===== src/rtl/dap_pkg.sv =====
// constants and types for the dsp accumulator pair
package dap_pkg;
	localparam int STORED_W = 72;
	localparam int VIEW_W = 96;
	localparam int WORD_W = 32;
	localparam int SIGN_BIT = 71;
	localparam int GUARD_LO = 64;
	localparam int HIGH_LO = 32;
	localparam int MID_LO = 16;
	localparam int LOW_LO = 0;
	localparam int GUARD_KEEP_W = 8;
	// move operation codes
	typedef enum logic [2:0] {
		DAP_OP_NONE = 3'h0,
		DAP_OP_GUARD_WRITE = 3'h1,
		DAP_OP_HIGH_WRITE = 3'h2,
		DAP_OP_LOW_WRITE = 3'h3,
		DAP_OP_GUARD_READ = 3'h4,
		DAP_OP_HIGH_READ = 3'h5,
		DAP_OP_MIDDLE_READ = 3'h6,
		DAP_OP_LOW_READ = 3'h7
	} dap_op_t;
	localparam logic SEL_FIRST = 1'h0;
	localparam logic SEL_SECOND = 1'h1;
endpackage : dap_pkg


===== src/rtl/dap_view.sv =====
// 96-bit sign-extended view of one stored 72-bit accumulator
`timescale 1ns/1ps
module dap_view #(
	parameter int STORED_W = dap_pkg::STORED_W,
	parameter int VIEW_W = dap_pkg::VIEW_W
) (
	// stored value
	input wire logic [STORED_W-1:0] stored,
	// widened value
	output logic [VIEW_W-1:0] view
);
	// replicate the top stored bit into the upper view bits
	assign view = {{(VIEW_W-STORED_W){stored[STORED_W-1]}}, stored};
endmodule : dap_view


===== src/rtl/dap_accumulator_pair.sv =====
// dsp accumulator pair: two 72-bit accumulators with 32-bit move windows
`timescale 1ns/1ps
module dap_accumulator_pair #(
	parameter int STORED_W = dap_pkg::STORED_W,
	parameter int WORD_W = dap_pkg::WORD_W
) (
	// clock and reset
	input wire logic sys_clk,
	input wire logic nrst,
	// move operation request
	input wire logic move_valid,
	input wire dap_pkg::dap_op_t move_op,
	input wire logic move_sel,
	input wire logic [WORD_W-1:0] move_wdata,
	// move read result
	output logic [WORD_W-1:0] move_rdata_q,
	output logic move_rvalid_q,
	// product result into the first accumulator
	input wire logic product_valid,
	input wire logic [STORED_W-1:0] product_result,
	// full views of both accumulators
	output logic [dap_pkg::VIEW_W-1:0] first_accumulator_view,
	output logic [dap_pkg::VIEW_W-1:0] second_accumulator_view
);
	// stored state of the two accumulators
	logic [STORED_W-1:0] first_accumulator_q;
	logic [STORED_W-1:0] second_accumulator_q;

	// sign-extended view of the accumulator picked by the operand
	logic [dap_pkg::VIEW_W-1:0] sel_view;

	// decoded move kinds, already qualified by move_valid
	logic is_write;
	logic is_read;

	// write hits, one per accumulator
	logic write_first;
	logic write_second;

	// window picked out of the selected view
	logic [WORD_W-1:0] read_word;

	// true for the three window write codes
	function automatic logic op_is_write(
		input dap_pkg::dap_op_t op
	);
		logic hit;
		hit = 1'h0;
		unique case (op)
			// guard, high and low windows can be written
			dap_pkg::DAP_OP_GUARD_WRITE: hit = 1'h1;
			dap_pkg::DAP_OP_HIGH_WRITE: hit = 1'h1;
			dap_pkg::DAP_OP_LOW_WRITE: hit = 1'h1;
			// reads and the idle code leave storage alone
			default: hit = 1'h0;
		endcase
		return hit;
	endfunction : op_is_write

	// true for the four window read codes
	function automatic logic op_is_read(
		input dap_pkg::dap_op_t op
	);
		logic hit;
		hit = 1'h0;
		unique case (op)
			// guard, high, middle and low windows can be read
			dap_pkg::DAP_OP_GUARD_READ: hit = 1'h1;
			dap_pkg::DAP_OP_HIGH_READ: hit = 1'h1;
			dap_pkg::DAP_OP_MIDDLE_READ: hit = 1'h1;
			dap_pkg::DAP_OP_LOW_READ: hit = 1'h1;
			// writes and the idle code return nothing
			default: hit = 1'h0;
		endcase
		return hit;
	endfunction : op_is_read

	// merge a 32-bit word into a window of a stored accumulator
	function automatic logic [STORED_W-1:0] merge_word(
		input logic [STORED_W-1:0] cur,
		input dap_pkg::dap_op_t op,
		input logic [WORD_W-1:0] w
	);
		logic [STORED_W-1:0] nxt;
		nxt = cur;
		unique case (op)
			dap_pkg::DAP_OP_GUARD_WRITE: begin
				// upper 24 bits of the word land beyond storage and are dropped
				nxt[dap_pkg::GUARD_LO +: dap_pkg::GUARD_KEEP_W] =
					w[dap_pkg::GUARD_KEEP_W-1:0];
			end
			dap_pkg::DAP_OP_HIGH_WRITE: begin
				// the whole word fits inside storage
				nxt[dap_pkg::HIGH_LO +: WORD_W] = w;
			end
			dap_pkg::DAP_OP_LOW_WRITE: begin
				// the whole word fits inside storage
				nxt[dap_pkg::LOW_LO +: WORD_W] = w;
			end
			default: begin
				// no write window: keep the old contents
				nxt = cur;
			end
		endcase
		return nxt;
	endfunction : merge_word

	// pick the 32-bit read window out of a widened view
	function automatic logic [WORD_W-1:0] read_window(
		input logic [dap_pkg::VIEW_W-1:0] v,
		input dap_pkg::dap_op_t op
	);
		logic [WORD_W-1:0] word;
		word = v[dap_pkg::LOW_LO +: WORD_W];
		unique case (op)
			dap_pkg::DAP_OP_GUARD_READ: begin
				// upper bits come from the sign copies of the view
				word = v[dap_pkg::GUARD_LO +: WORD_W];
			end
			dap_pkg::DAP_OP_HIGH_READ: begin
				word = v[dap_pkg::HIGH_LO +: WORD_W];
			end
			dap_pkg::DAP_OP_MIDDLE_READ: begin
				// fixed-point product without a separate shift
				word = v[dap_pkg::MID_LO +: WORD_W];
			end
			default: begin
				word = v[dap_pkg::LOW_LO +: WORD_W];
			end
		endcase
		return word;
	endfunction : read_window

	// widened view of the first accumulator
	dap_view #(
		.STORED_W(STORED_W),
		.VIEW_W(dap_pkg::VIEW_W)
	) u_view_first (
		.stored(first_accumulator_q),
		.view(first_accumulator_view)
	);

	// widened view of the second accumulator
	dap_view #(
		.STORED_W(STORED_W),
		.VIEW_W(dap_pkg::VIEW_W)
	) u_view_second (
		.stored(second_accumulator_q),
		.view(second_accumulator_view)
	);

	// decode of the move kind
	assign is_write = move_valid && op_is_write(move_op);
	assign is_read = move_valid && op_is_read(move_op);

	// route a write to exactly one accumulator
	assign write_first = is_write && (move_sel == dap_pkg::SEL_FIRST);
	assign write_second = is_write && (move_sel == dap_pkg::SEL_SECOND);

	// reads see the operand-selected accumulator
	assign sel_view = (move_sel == dap_pkg::SEL_SECOND) ? second_accumulator_view
		: first_accumulator_view;
	assign read_word = read_window(sel_view, move_op);

	// first accumulator: product result wins over a same-cycle move write
	// the move write is dropped, since the product overwrites all stored bits
	always_ff @(posedge sys_clk or negedge nrst) begin
		if (!nrst) begin
			first_accumulator_q <= '0;
		end else if (product_valid) begin
			first_accumulator_q <= product_result;
		end else if (write_first) begin
			first_accumulator_q <= merge_word(first_accumulator_q, move_op, move_wdata);
		end
	end

	// second accumulator: touched only by moves that select it
	// products never reach it, so it is a plain holding register
	always_ff @(posedge sys_clk or negedge nrst) begin
		if (!nrst) begin
			second_accumulator_q <= '0;
		end else if (write_second) begin
			second_accumulator_q <= merge_word(second_accumulator_q, move_op, move_wdata);
		end
	end

	// read strobe: one cycle after each read request
	always_ff @(posedge sys_clk or negedge nrst) begin
		if (!nrst) begin
			move_rvalid_q <= 1'h0;
		end else begin
			move_rvalid_q <= is_read;
		end
	end

	// read data: holds the last window until the next read
	// taken from pre-edge contents when a write hits the same edge
	always_ff @(posedge sys_clk or negedge nrst) begin
		if (!nrst) begin
			move_rdata_q <= '0;
		end else if (is_read) begin
			move_rdata_q <= read_word;
		end
	end
endmodule : dap_accumulator_pair


===== config.mk =====
export PLATFORM = sky130hd
export DESIGN_NAME = dap_accumulator_pair
export DESIGN_NICKNAME = d
export VERILOG_FILES = /design/src/rtl/dap_pkg.sv /design/src/rtl/dap_view.sv /design/src/rtl/dap_accumulator_pair.sv
export SDC_FILE = /design/constraint.sdc
export NUM_CORES = 1
export LEC_CHECK = 0
export ABC_CLOCK_PERIOD_IN_PS = 4100
export BUFFER_PORTS_ARGS = -buffer_cell sky130_fd_sc_hd__buf_2
export CAP_MARGIN = 25
export CORE_UTILIZATION = 55
export CTS_BUF_LIST = sky130_fd_sc_hd__clkbuf_16
export CTS_CLUSTER_DIAMETER = 50
export DETAILED_ROUTE_END_ITERATION = 12
export GPL_TIMING_DRIVEN = 0
export PLACE_DENSITY = 0.87
export SYNTH_ARGS = -nofsm -noshare
export SYNTH_HDL_FRONTEND = slang
export SYNTH_SLANG_ARGS = --single-unit

===== constraint.sdc =====
create_clock -name sys_clk -period 4.1 [get_ports sys_clk]
set_clock_uncertainty 0.05 [all_clocks]
set_input_delay 0.82 -clock sys_clk [delete_from_list [all_inputs] [get_ports sys_clk]]
set_output_delay 0.82 -clock sys_clk [all_outputs]
set_load 0.05 [all_outputs]

## Word-level counts from Yosys, hierarchy flattened

Index checks and enable logic that the tools add are counted.

- Register bits: 177
- Output and inout bits: 225

- Equal/unequal tests: 7
- Multiplexer cells: 9
- Bitwise logic cells: 1
- Reduce and logical (&&, ||, !) cells: 16

Operators with widths:

| cell | count |
|---|---|
| 72-bit 2-to-1 mux | 2 |
| 96-bit 2-to-1 mux | 1 |
| 32-bit case mux with 3 select lines | 1 |
| 32-bit 2-to-1 mux | 2 |
| 3-bit == test, second input constant | 4 |
| 2-bit AND reduction | 6 |
| 8-bit 2-to-1 mux | 1 |
| 2-bit nonzero test | 4 |
| 3-bit by 2-bit == test with 1-bit output, second input constant | 2 |
| 1-bit logical AND | 4 |
| 4-bit OR reduction | 1 |
| 3-bit by 1-bit == test with 1-bit output, second input constant | 1 |
| 3-bit OR reduction | 1 |
| 1-bit 2-to-1 mux | 2 |
| 1-bit NOT | 1 |

## Longest topological paths before layout

Gate-level depths: netlist of the first run.

- Word-level depth: 7
- Depth in mapped cells: 6
- Depth with buffers taken out: 3

## By module

From an unflattened synthesis of the first run, not the netlist that was laid out.

- Cell total of the unflattened synthesis: 969
- Area total of the unflattened synthesis: 10,436.3 um2

Modules (own cells, without submodules):

| module | instances | cells each | area an instance (um2) |
|---|---|---|---|
| dap_accumulator_pair | 1 | 777 | 8,994.9 |
| dap_view | 2 | 96 | 720.7 |

## Worst setup path after synthesis of the first run

OpenSTA, ideal clock, no wires.

- Path kind: reg-to-output
- From: reg second_accumulator_q[71]
- To: out second_accumulator_view[72] in the netlist's numbering
- Data arrival time: 1,312 ps
- Data required time: 3,230 ps
- Setup slack: 1,918 ps
- Stages on the path, launching flop included: 2
- Buffers on the path: 1
- Cells stage by stage: dfrtp_1 buf_4

RTL lines:

| what | line | source |
|---|---|---|
| start, declared | dap_accumulator_pair.sv:27 | `logic [STORED_W-1:0] second_accumulator_q;` |
| start signal, assigned | dap_accumulator_pair.sv:183 | `second_accumulator_q <= merge_word(second_accumulator_q, move_op, move_wdata);` |
| end, declared | dap_accumulator_pair.sv:23 | `output logic [dap_pkg::VIEW_W-1:0] second_accumulator_view` |

No word-level cell between the ends.

## Final worst setup path of the first run

- From: reg second_accumulator_q[71]
- To: out second_accumulator_view[81] in the netlist's numbering

No word-level cell between the ends.

==> results of run 1 <==
==> final cells by class <==
| class | instances | area, sq um | area share [%] |
|---|---|---|---|
| Clock inverter | 14 | 189 | 1.56 |
| Clock buffer | 17 | 425 | 3.50 |
| Sequential cell | 177 | 4430 | 36.5 |
| Buffer | 135 | 880 | 7.24 |
| Timing Repair Buffer | 335 | 1710 | 14.1 |
| Multi-Input combinational cell | 587 | 4240 | 34.9 |
| Tap cell | 220 | 275 | 2.27 |
==> routing by layer <==
layer / part of all wire, % / GRT usage [%] / vias to the layer above
met3: 9.7 / 9.47 / 82
met4: 3.1 / 14.2 / 0
met1: 39 / 51.2 / 4482
li1: - / - / 3968
met5: 0 / 0 / -
met2: 48 / 63.1 / 614
==> synthesized netlist by cell type <==
cell	number	share of area, %
sky130_fd_sc_hd__nand3b_1	1	0.079
sky130_fd_sc_hd__o22a_1	25	2.3
sky130_fd_sc_hd__nor2_1	16	0.63
sky130_fd_sc_hd__nand3b_4	1	0.21
sky130_fd_sc_hd__dfrtp_1	177	46
sky130_fd_sc_hd__a21boi_1	6	0.47
sky130_fd_sc_hd__or2_1	1	0.066
sky130_fd_sc_hd__o211a_4	1	0.18
sky130_fd_sc_hd__buf_1	1	0.039
sky130_fd_sc_hd__buf_2	22	1.2
sky130_fd_sc_hd__nor2_4	3	0.35
sky130_fd_sc_hd__nor2b_1	83	5.4
sky130_fd_sc_hd__nand3b_2	1	0.12
sky130_fd_sc_hd__nand2_1	2	0.079
sky130_fd_sc_hd__a21boi_0	10	0.79
sky130_fd_sc_hd__mux2_2	68	8.0
sky130_fd_sc_hd__nand2b_2	1	0.092
sky130_fd_sc_hd__buf_6	12	1.4
sky130_fd_sc_hd__o21ai_0	60	3.1
sky130_fd_sc_hd__mux2i_1	63	6.6
sky130_fd_sc_hd__a21boi_2	1	0.12
sky130_fd_sc_hd__a21oi_1	95	5.0
sky130_fd_sc_hd__nand2b_1	1	0.066
sky130_fd_sc_hd__a21bo_2	1	0.10
sky130_fd_sc_hd__a221oi_2	4	0.63
sky130_fd_sc_hd__clkbuf_1	30	1.2
sky130_fd_sc_hd__o22ai_1	7	0.46
sky130_fd_sc_hd__a31oi_1	95	6.2
sky130_fd_sc_hd__a221oi_1	5	0.46
sky130_fd_sc_hd__o31a_1	7	0.64
sky130_fd_sc_hd__buf_4	67	5.3
sky130_fd_sc_hd__clkbuf_2	3	0.16
sky130_fd_sc_hd__nor3b_1	1	0.079
sky130_fd_sc_hd__mux2_1	4	0.47
sky130_fd_sc_hd__o21ai_1	12	0.63
sky130_fd_sc_hd__or3b_1	1	0.092
sky130_fd_sc_hd__a211oi_1	9	0.71
sky130_fd_sc_hd__and2_1	2	0.13
==> through the flow <==
stage	area (sq um)	TNS [ps]	instances	hold WS, ps
3_3_place_gp	11500	-119190	1453	444
6_report	12100	0	1485	330
5_1_grt	12100	0	1485	384
3_5_place_dp	11500	0	1454	462
4_1_cts	12100	0	1485	364
2_1_floorplan	9540	0	899	474
==> final timing paths <==
check | from | to | slack, ps | cells after the start
worst max register to register | second_accumulator_q[71] | move_rdata_q[24] | 2010 | 4
worst min-delay path | nrst | first_accumulator_q[56] | 330 | 1
min in group sys_clk | second_accumulator_q[41] | second_accumulator_q[41] | 480 | 1
worst min register to register | second_accumulator_q[41] | second_accumulator_q[41] | 480 | 1
max in group asynchronous | nrst | first_accumulator_q[42] | 2790 | 2
worst max-delay path | second_accumulator_q[71] | second_accumulator_view[81] | 1360 | 2
==> power by group through the flow <==
stage | clock (W) | sequential (W) | combinational, W
after floorplan | 0 | 0.00329 | 0.000981
after global placement | 0 | 0.00230 | 0.00273
after detailed placement | 0 | 0.00232 | 0.00277
after CTS | 0.00174 | 0.00229 | 0.00277
after global routing | 0.00181 | 0.00233 | 0.00289
final | 0.00174 | 0.00230 | 0.00278
==> sequential cells by signal, summed over array words and instances (netlist names) <==
name and flops:
move_rvalid_q 1, move_rdata_q 32, second_accumulator_q 72, first_accumulator_q 72
==> cell families (layout without fill, tap and decap cells) <==
| kind of cell | count (synthesis) | after routing |
|---|---|---|
| and+or+nand+nor | 114 | 114 |
| buffers and inverters | 135 | 501 |
| muxes | 135 | 135 |
| DFF | 177 | 177 |
| AOI/OAI and AO/OA | 338 | 338 |
==> Flow_metrics.wiki, run 1 <==
{| class="wikitable"
! Metric !! Value
|-
| Data arrival time at the worst-slack endpoint || 1870 ps
|-
| Commonest cells after routing, fill and taps aside || sky130_fd_sc_hd__buf_2, sky130_fd_sc_hd__dfrtp_1, sky130_fd_sc_hd__a31oi_1, sky130_fd_sc_hd__a21oi_1, sky130_fd_sc_hd__nor2b_1
|-
| Total count of hold-check failures in the final report || 0
|-
| Internal Power || 0.00379 W
|-
| Final GP Congestion || 0.992
|-
| Total of flip-flops plus latches after synthesis || 177
|-
| Rows || 47
|-
| Antenna Violating Nets Remaining || 0
|-
| Clock Latency Late Sink || 440 ps
|-
| CTS Buf Count || 17
|-
| Number of global-route vias before repair || 8,649
|-
| Class of the tightest hold or removal check || in2async
|-
| Antenna Diode Count || 0
|-
| Setup CP Type || reg2out
|-
| Initial antenna violation count || 0
|-
| Count of instances resized after the clock tree is built || 0
|-
| Part of the power in combinational logic || 40.8%
|-
| Critical-path maximum fanout || 27
|-
| Total of fill cells in the finished design || 1,248
|-
| Worst voltage drop across the vdd grid || 0.000485 V
|-
| Post-Synthesis Mean Instance Area || 10.6 sq um
|-
| Syn Std Cell Area || 9540 sq um
|-
| CTS tree || yes
|-
| Length of the first detailed-routing pass in iterations || 5
|-
| Req. time, crit path || 3230 ps
|-
| Synthesized-area fraction occupied by and/or/nand/nor cells || 7.43%
|-
| Total I/O pin count || 337
|-
| Commonest non-fill, non-tap cell in the layout || sky130_fd_sc_hd__buf_2
|-
| Largest net degree at the start of global routing || 92
|-
| Cell family with the largest share of critical-path delay || flip-flops
|-
| Number of max-cap violations || 0
|-
| Clock Tree Buf Depth || 2
|-
| Power Density || 562 nW/um^2
|-
| Post-synth cell types || 38
|-
| Clock-pin slew on the worst setup and hold paths || 70 ps
|-
| Initial detailed-routing violation count || 861
|-
| Ratio of cells with drive above 1 in the final layout || 43.4%
|-
| Multiplexer fraction of the synthesized cell area || 15.1%
|-
| Peak Freq || 365 MHz
|-
| Final-report setup violation count || 0
|-
| GRT Residual Overflow || 0
|-
| Die area || 17,900 sq um
|-
| Critical path buffer and inverter count || 2
|-
| Clock root cell || sky130_fd_sc_hd__clkbuf_16
|-
| CTS hold repair buffers || 0
|-
| DR vias/cell || 6.16
|-
| Pleak || 5.68 nW
|-
| Synthesized-area fraction occupied by adder cells || 0%
|-
| Average detailed-routed wire length per instance || 23.4 um
|-
| Fin crit share || 66.8%
|-
| XOR/XNOR share of the synthesized area || 0%
|-
| Type of origin of the critical path || register
|-
| Post-layout total power || 0.00683 W
|-
| Least setup slack across all paths after layout || 1360 ps
|-
| Utilization after layout || 72.5%
|-
| Post-CTS setup buffer count || 0
|-
| Remaining routing DRC violations || 0
|-
| Initial standard-cell utilization of the core || 56.9%
|-
| Number of max-slew violations in the final report || 0
|-
| Std-Cell Core Area || 16,800 sq um
|-
| Maximum level of the CTS H-tree || 4
|-
| Shortest clock period the worst path allows after layout || 2740 ps
|-
| Synthesis Warnings || 0
|-
| Slowest library cell on the worst path || sky130_fd_sc_hd__dfrtp_1
|-
| Net Switching || 0.00304 W
|-
| Worst-case headroom to the max-slew limit || 40.3%
|-
| Die height || 134 um
|-
| Cells along the critical path || buf_4, buf_2
|-
| HPWL Detailed || 26.3 mm
|-
| Status || finished clean
|-
| Setup repair after global routing missed its margin || no
|-
| Die Span X || 134 um
|-
| Number of instances in the synthesized netlist || 899
|-
| Count of port buffers added during placement || 334
|-
| Post-synth net total || 1,011
|-
| Layout overhead on the synthesized area || 27.2%
|-
| Main combinational cell family by area after synthesis || compound AO/OA/AOI/OAI gates
|-
| Part of the Yosys area used for sequential elements || 46.4%
|-
| Via count || 9,146
|-
| Worst stage delay on the critical path || 920 ps
|-
| Number of clock sinks seen by CTS || 177
|-
| Fraction of power consumed by sequential logic || 33.7%
|-
| Total Nets Final || 1,365
|-
| Sum of routed wire length over all layers || 34.7 mm
|-
| Global-route wire length before repair || 51.8 mm
|-
| Transition time at the pin with the least slew margin || 895 ps
|-
| Proportion of power drawn by the clock network || 25.5%
|-
| Switching share of total power || 44.5%
|-
| Synth Area in Compound Gates || 21.8%
|-
| CP Capture Type || primary output
|-
| Overall routing resource usage || 39.1%
|-
| Post-placement worst setup slack || 1530 ps
|}
Note: power is estimated with default switching activity, not from simulation.
==> run 2, diff against run 1 <==
ABC_CLOCK_PERIOD_IN_PS = 2500   (was 4100)
CORE_UTILIZATION = 46   (was 55)
PLACE_DENSITY = 0.78   (was 0.87)
clock period = 2.5 ns   (was 4.1 ns; I/O delays follow)
==> run 2 against run 1 <==
  * Wire length rose by 1.9%
  * Hold slack got worse by 280 ps
  * Worst setup slack got worse by 1200 ps
  * Critical path depth did not move
  * Largest cell class unchanged
==> Flow_metrics.wiki, run 2 (synthesis gave the netlist of run 1 again) <==
{| class="wikitable"
! Metric !! Value
|-
| Net Switching || 0.00499 W (+64%)
|-
| DR vias/cell || 5.84 (-5.2%)
|-
| Critical-path maximum fanout || 27 (unchanged)
|-
| Length of the first detailed-routing pass in iterations || 5 (unchanged)
|-
| Number of max-cap violations || 0 (unchanged)
|-
| Clock root cell || sky130_fd_sc_hd__clkbuf_16
|-
| Internal Power || 0.00594 W (+57%)
|-
| Count of port buffers added during placement || 334 (unchanged)
|-
| Commonest cells after routing, fill and taps aside || sky130_fd_sc_hd__buf_2, sky130_fd_sc_hd__dfrtp_1, sky130_fd_sc_hd__a31oi_1, sky130_fd_sc_hd__a21oi_1, sky130_fd_sc_hd__nor2b_1
|-
| Clock Latency Late Sink || 430 ps (about the same)
|-
| Status || finished clean
|-
| Total count of hold-check failures in the final report || 0 (unchanged)
|-
| Die area || 21,300 sq um (+19%)
|-
| Utilization after layout || 59.9% (-13 points)
|-
| Number of clock sinks seen by CTS || 177 (unchanged)
|-
| Met3 global-route usage || 7.53% (-1.9 points)
|-
| CP Capture Type || primary output
|-
| Overall routing resource usage || 33.1% (-6.0 points)
|-
| Via count || 8,961 (-2.0%)
|-
| Met2 demand-to-capacity share in global routing || 53.7% (-9.5 points)
|-
| Slowest library cell on the worst path || sky130_fd_sc_hd__dfrtp_1
|-
| Worst setup path endpoint || first_accumulator_view[85]
|-
| Remaining routing DRC violations || 0 (unchanged)
|-
| Count of instances resized after the clock tree is built || 0 (unchanged)
|-
| Die height || 146 um (+9.2%)
|-
| GRT Residual Overflow || 0 (unchanged)
|-
| Layer carrying the most global-route usage || met2
|-
| Total Nets Final || 1,365 (unchanged)
|-
| Layout overhead on the synthesized area || 27.3% (about the same)
|-
| Part of the power in combinational logic || 41.9% (+1.1 points)
|-
| Class of the tightest hold or removal check || in2async
|-
| Met1 GRT Util || 43.5% (-7.7 points)
|-
| Fin crit share || 93.4%
|-
| Initial detailed-routing violation count || 653 (-24%)
|-
| FF-to-FF End || move_rdata_q[22]
|-
| Commonest non-fill, non-tap cell in the layout || sky130_fd_sc_hd__buf_2
|-
| Cell count of the worst reg-to-reg path || 4 (unchanged)
|-
| Leading registers by flop count || first_accumulator_q x72, second_accumulator_q x72, move_rdata_q x32
|-
| Largest net degree at the start of global routing || 98 (+6.5%)
|-
| Type of origin of the critical path || register
|-
| Fraction of power consumed by sequential logic || 34.4% (+0.7 points)
|-
| Cells along the critical path || buf_4, buf_2
|-
| Shortest clock period the worst path allows after layout || 2340 ps
|-
| CTS hold repair buffers || 0 (unchanged)
|-
| Startpoint of the most critical register-to-register path || first_accumulator_q[71]
|-
| Worst hold slack after final layout || 46.3 ps (-284 ps)
|-
| Setup CP Type || reg2out
|-
| Final-report setup violation count || 0 (unchanged)
|-
| Origin of the worst setup path || first_accumulator_q[71]
|-
| Data arrival time at the worst-slack endpoint || 1790 ps (-80 ps)
|-
| Global-route wire length before repair || 52.5 mm (+1.2%)
|-
| Pleak || 5.66 nW (-0.25%)
|-
| Maximum level of the CTS H-tree || 4 (unchanged)
|-
| Clock Tree Buf Depth || 2 (unchanged)
|-
| Antenna Diode Count || 0 (unchanged)
|-
| Req. time, crit path || 1950 ps (-1280 ps)
|-
| Final GP Congestion || 0.957 (-3.5%)
|-
| Clock-pin slew on the worst setup and hold paths || 70 ps (about the same)
|-
| Power Density || 899 nW/um^2 (+60%)
|-
| Setup repair after global routing missed its margin || no
|-
| Worst-case register-to-register setup slack || 480 ps (-1530 ps)
|-
| Rows || 52 (+11%)
|-
| Switching share of total power || 45.6% (+1.2 points)
|-
| Post-placement worst setup slack || 221 ps (-1310 ps)
|-
| Ratio of cells with drive above 1 in the final layout || 43.6% (+0.24 points)
|-
| Proportion of power drawn by the clock network || 23.7% (-1.8 points)
|-
| Std-Cell Core Area || 20,300 sq um (+21%)
|-
| Die Span X || 146 um (+9.2%)
|-
| CTS Buf Count || 17 (unchanged)
|-
| Worst voltage drop across the vdd grid || 0.000527 V (+8.7%)
|-
| Number of max-slew violations in the final report || 0 (unchanged)
|-
| Sum of routed wire length over all layers || 35.4 mm (+1.9%)
|-
| CTS tree || yes
|-
| Peak Freq || 428 MHz
|-
| Initial standard-cell utilization of the core || 47.0% (-9.9 points)
|-
| HPWL Detailed || 27.3 mm (+4.0%)
|-
| Antenna Violating Nets Remaining || 0 (unchanged)
|-
| Least setup slack across all paths after layout || 164 ps (-1200 ps)
|-
| Total I/O pin count || 337 (unchanged)
|-
| Worst stage delay on the critical path || 860 ps (-60 ps)
|-
| Average detailed-routed wire length per instance || 23.0 um (-1.4%)
|-
| Number of global-route vias before repair || 8,431 (-2.5%)
|-
| Initial antenna violation count || 0 (unchanged)
|-
| Post-CTS setup buffer count || 0 (unchanged)
|-
| Transition time at the pin with the least slew margin || 790 ps (-105 ps)
|-
| Aggregate negative setup slack || 0 ps (unchanged)
|-
| Worst-case headroom to the max-slew limit || 47.3% (+7.0 points)
|}
==> run 2: cell count changes in the layout (fill, tap and decap cells not counted), moves of 2 or more <==
cell / previous run / this run
sky130_fd_sc_hd__clkinv_2: 1 / 3
sky130_fd_sc_hd__inv_8: 0 / 2
sky130_fd_sc_hd__clkinvlp_4: 4 / 2
sky130_fd_sc_hd__clkinv_1: 2 / 0
sky130_fd_sc_hd__bufinv_16: 4 / 1
sky130_fd_sc_hd__clkinv_4: 2 / 4
==> run 2: worst min path at each step <==
stage                             start                       end  slack, ps  depth (start not counted)
2_1_floorplan                      nrst    first_accumulator_q[0]        150                          0
3_3_place_gp   second_accumulator_q[35]  second_accumulator_q[35]        440                          1
3_5_place_dp    second_accumulator_q[6]   second_accumulator_q[6]        460                          1
4_1_cts                            nrst  second_accumulator_q[38]         90                          1
5_1_grt                            nrst  second_accumulator_q[40]        110                          1
6_report                           nrst  second_accumulator_q[40]         50                          1
==> run 2: stage by stage <==
| stage | instance area [sq um] | std cells | total power [W] |
|---|---|---|---|
| 2_1_floorplan | 9540 | 899 | 0.00700 |
| 5_1_grt | 12200 | 1535 | 0.0113 |
| 4_1_cts | 12200 | 1535 | 0.0109 |
| 3_5_place_dp | 11600 | 1504 | 0.00836 |
| 6_report | 12200 | 1535 | 0.0109 |
| 3_3_place_gp | 11600 | 1503 | 0.00829 |
==> run 2: final cells by class <==
class	instances	area, sq um
Tap cell	270	338
Clock inverter	14	135
Clock buffer	17	425
Buffer	135	880
Fill cell	1774	8150
Sequential cell	177	4430
Timing Repair Buffer	335	1710
Multi-Input combinational cell	587	4240
==> run 2: power groups by stage <==
stage / registers, W / clock network (W) / logic, W
after floorplan: 0.00539 / 0 / 0.00161
after global routing: 0.00382 / 0.00271 / 0.00474
after CTS: 0.00374 / 0.00260 / 0.00457
final: 0.00375 / 0.00259 / 0.00458
after global placement: 0.00378 / 0 / 0.00451
after detailed placement: 0.00379 / 0 / 0.00456
==> run 2: routing by layer <==
layer / part of all wire (%) / up-vias
met2: 47 / 532
met3: 9.1 / 69
li1: - / 3980
met4: 3.2 / 0
met5: 0 / -
met1: 40 / 4380
==> run 2: worst max-delay path: cells and delay by family (launching register included) <==
kind	cells	cell delay, ps
flip-flops	1	860
buffers and inverters	2	500
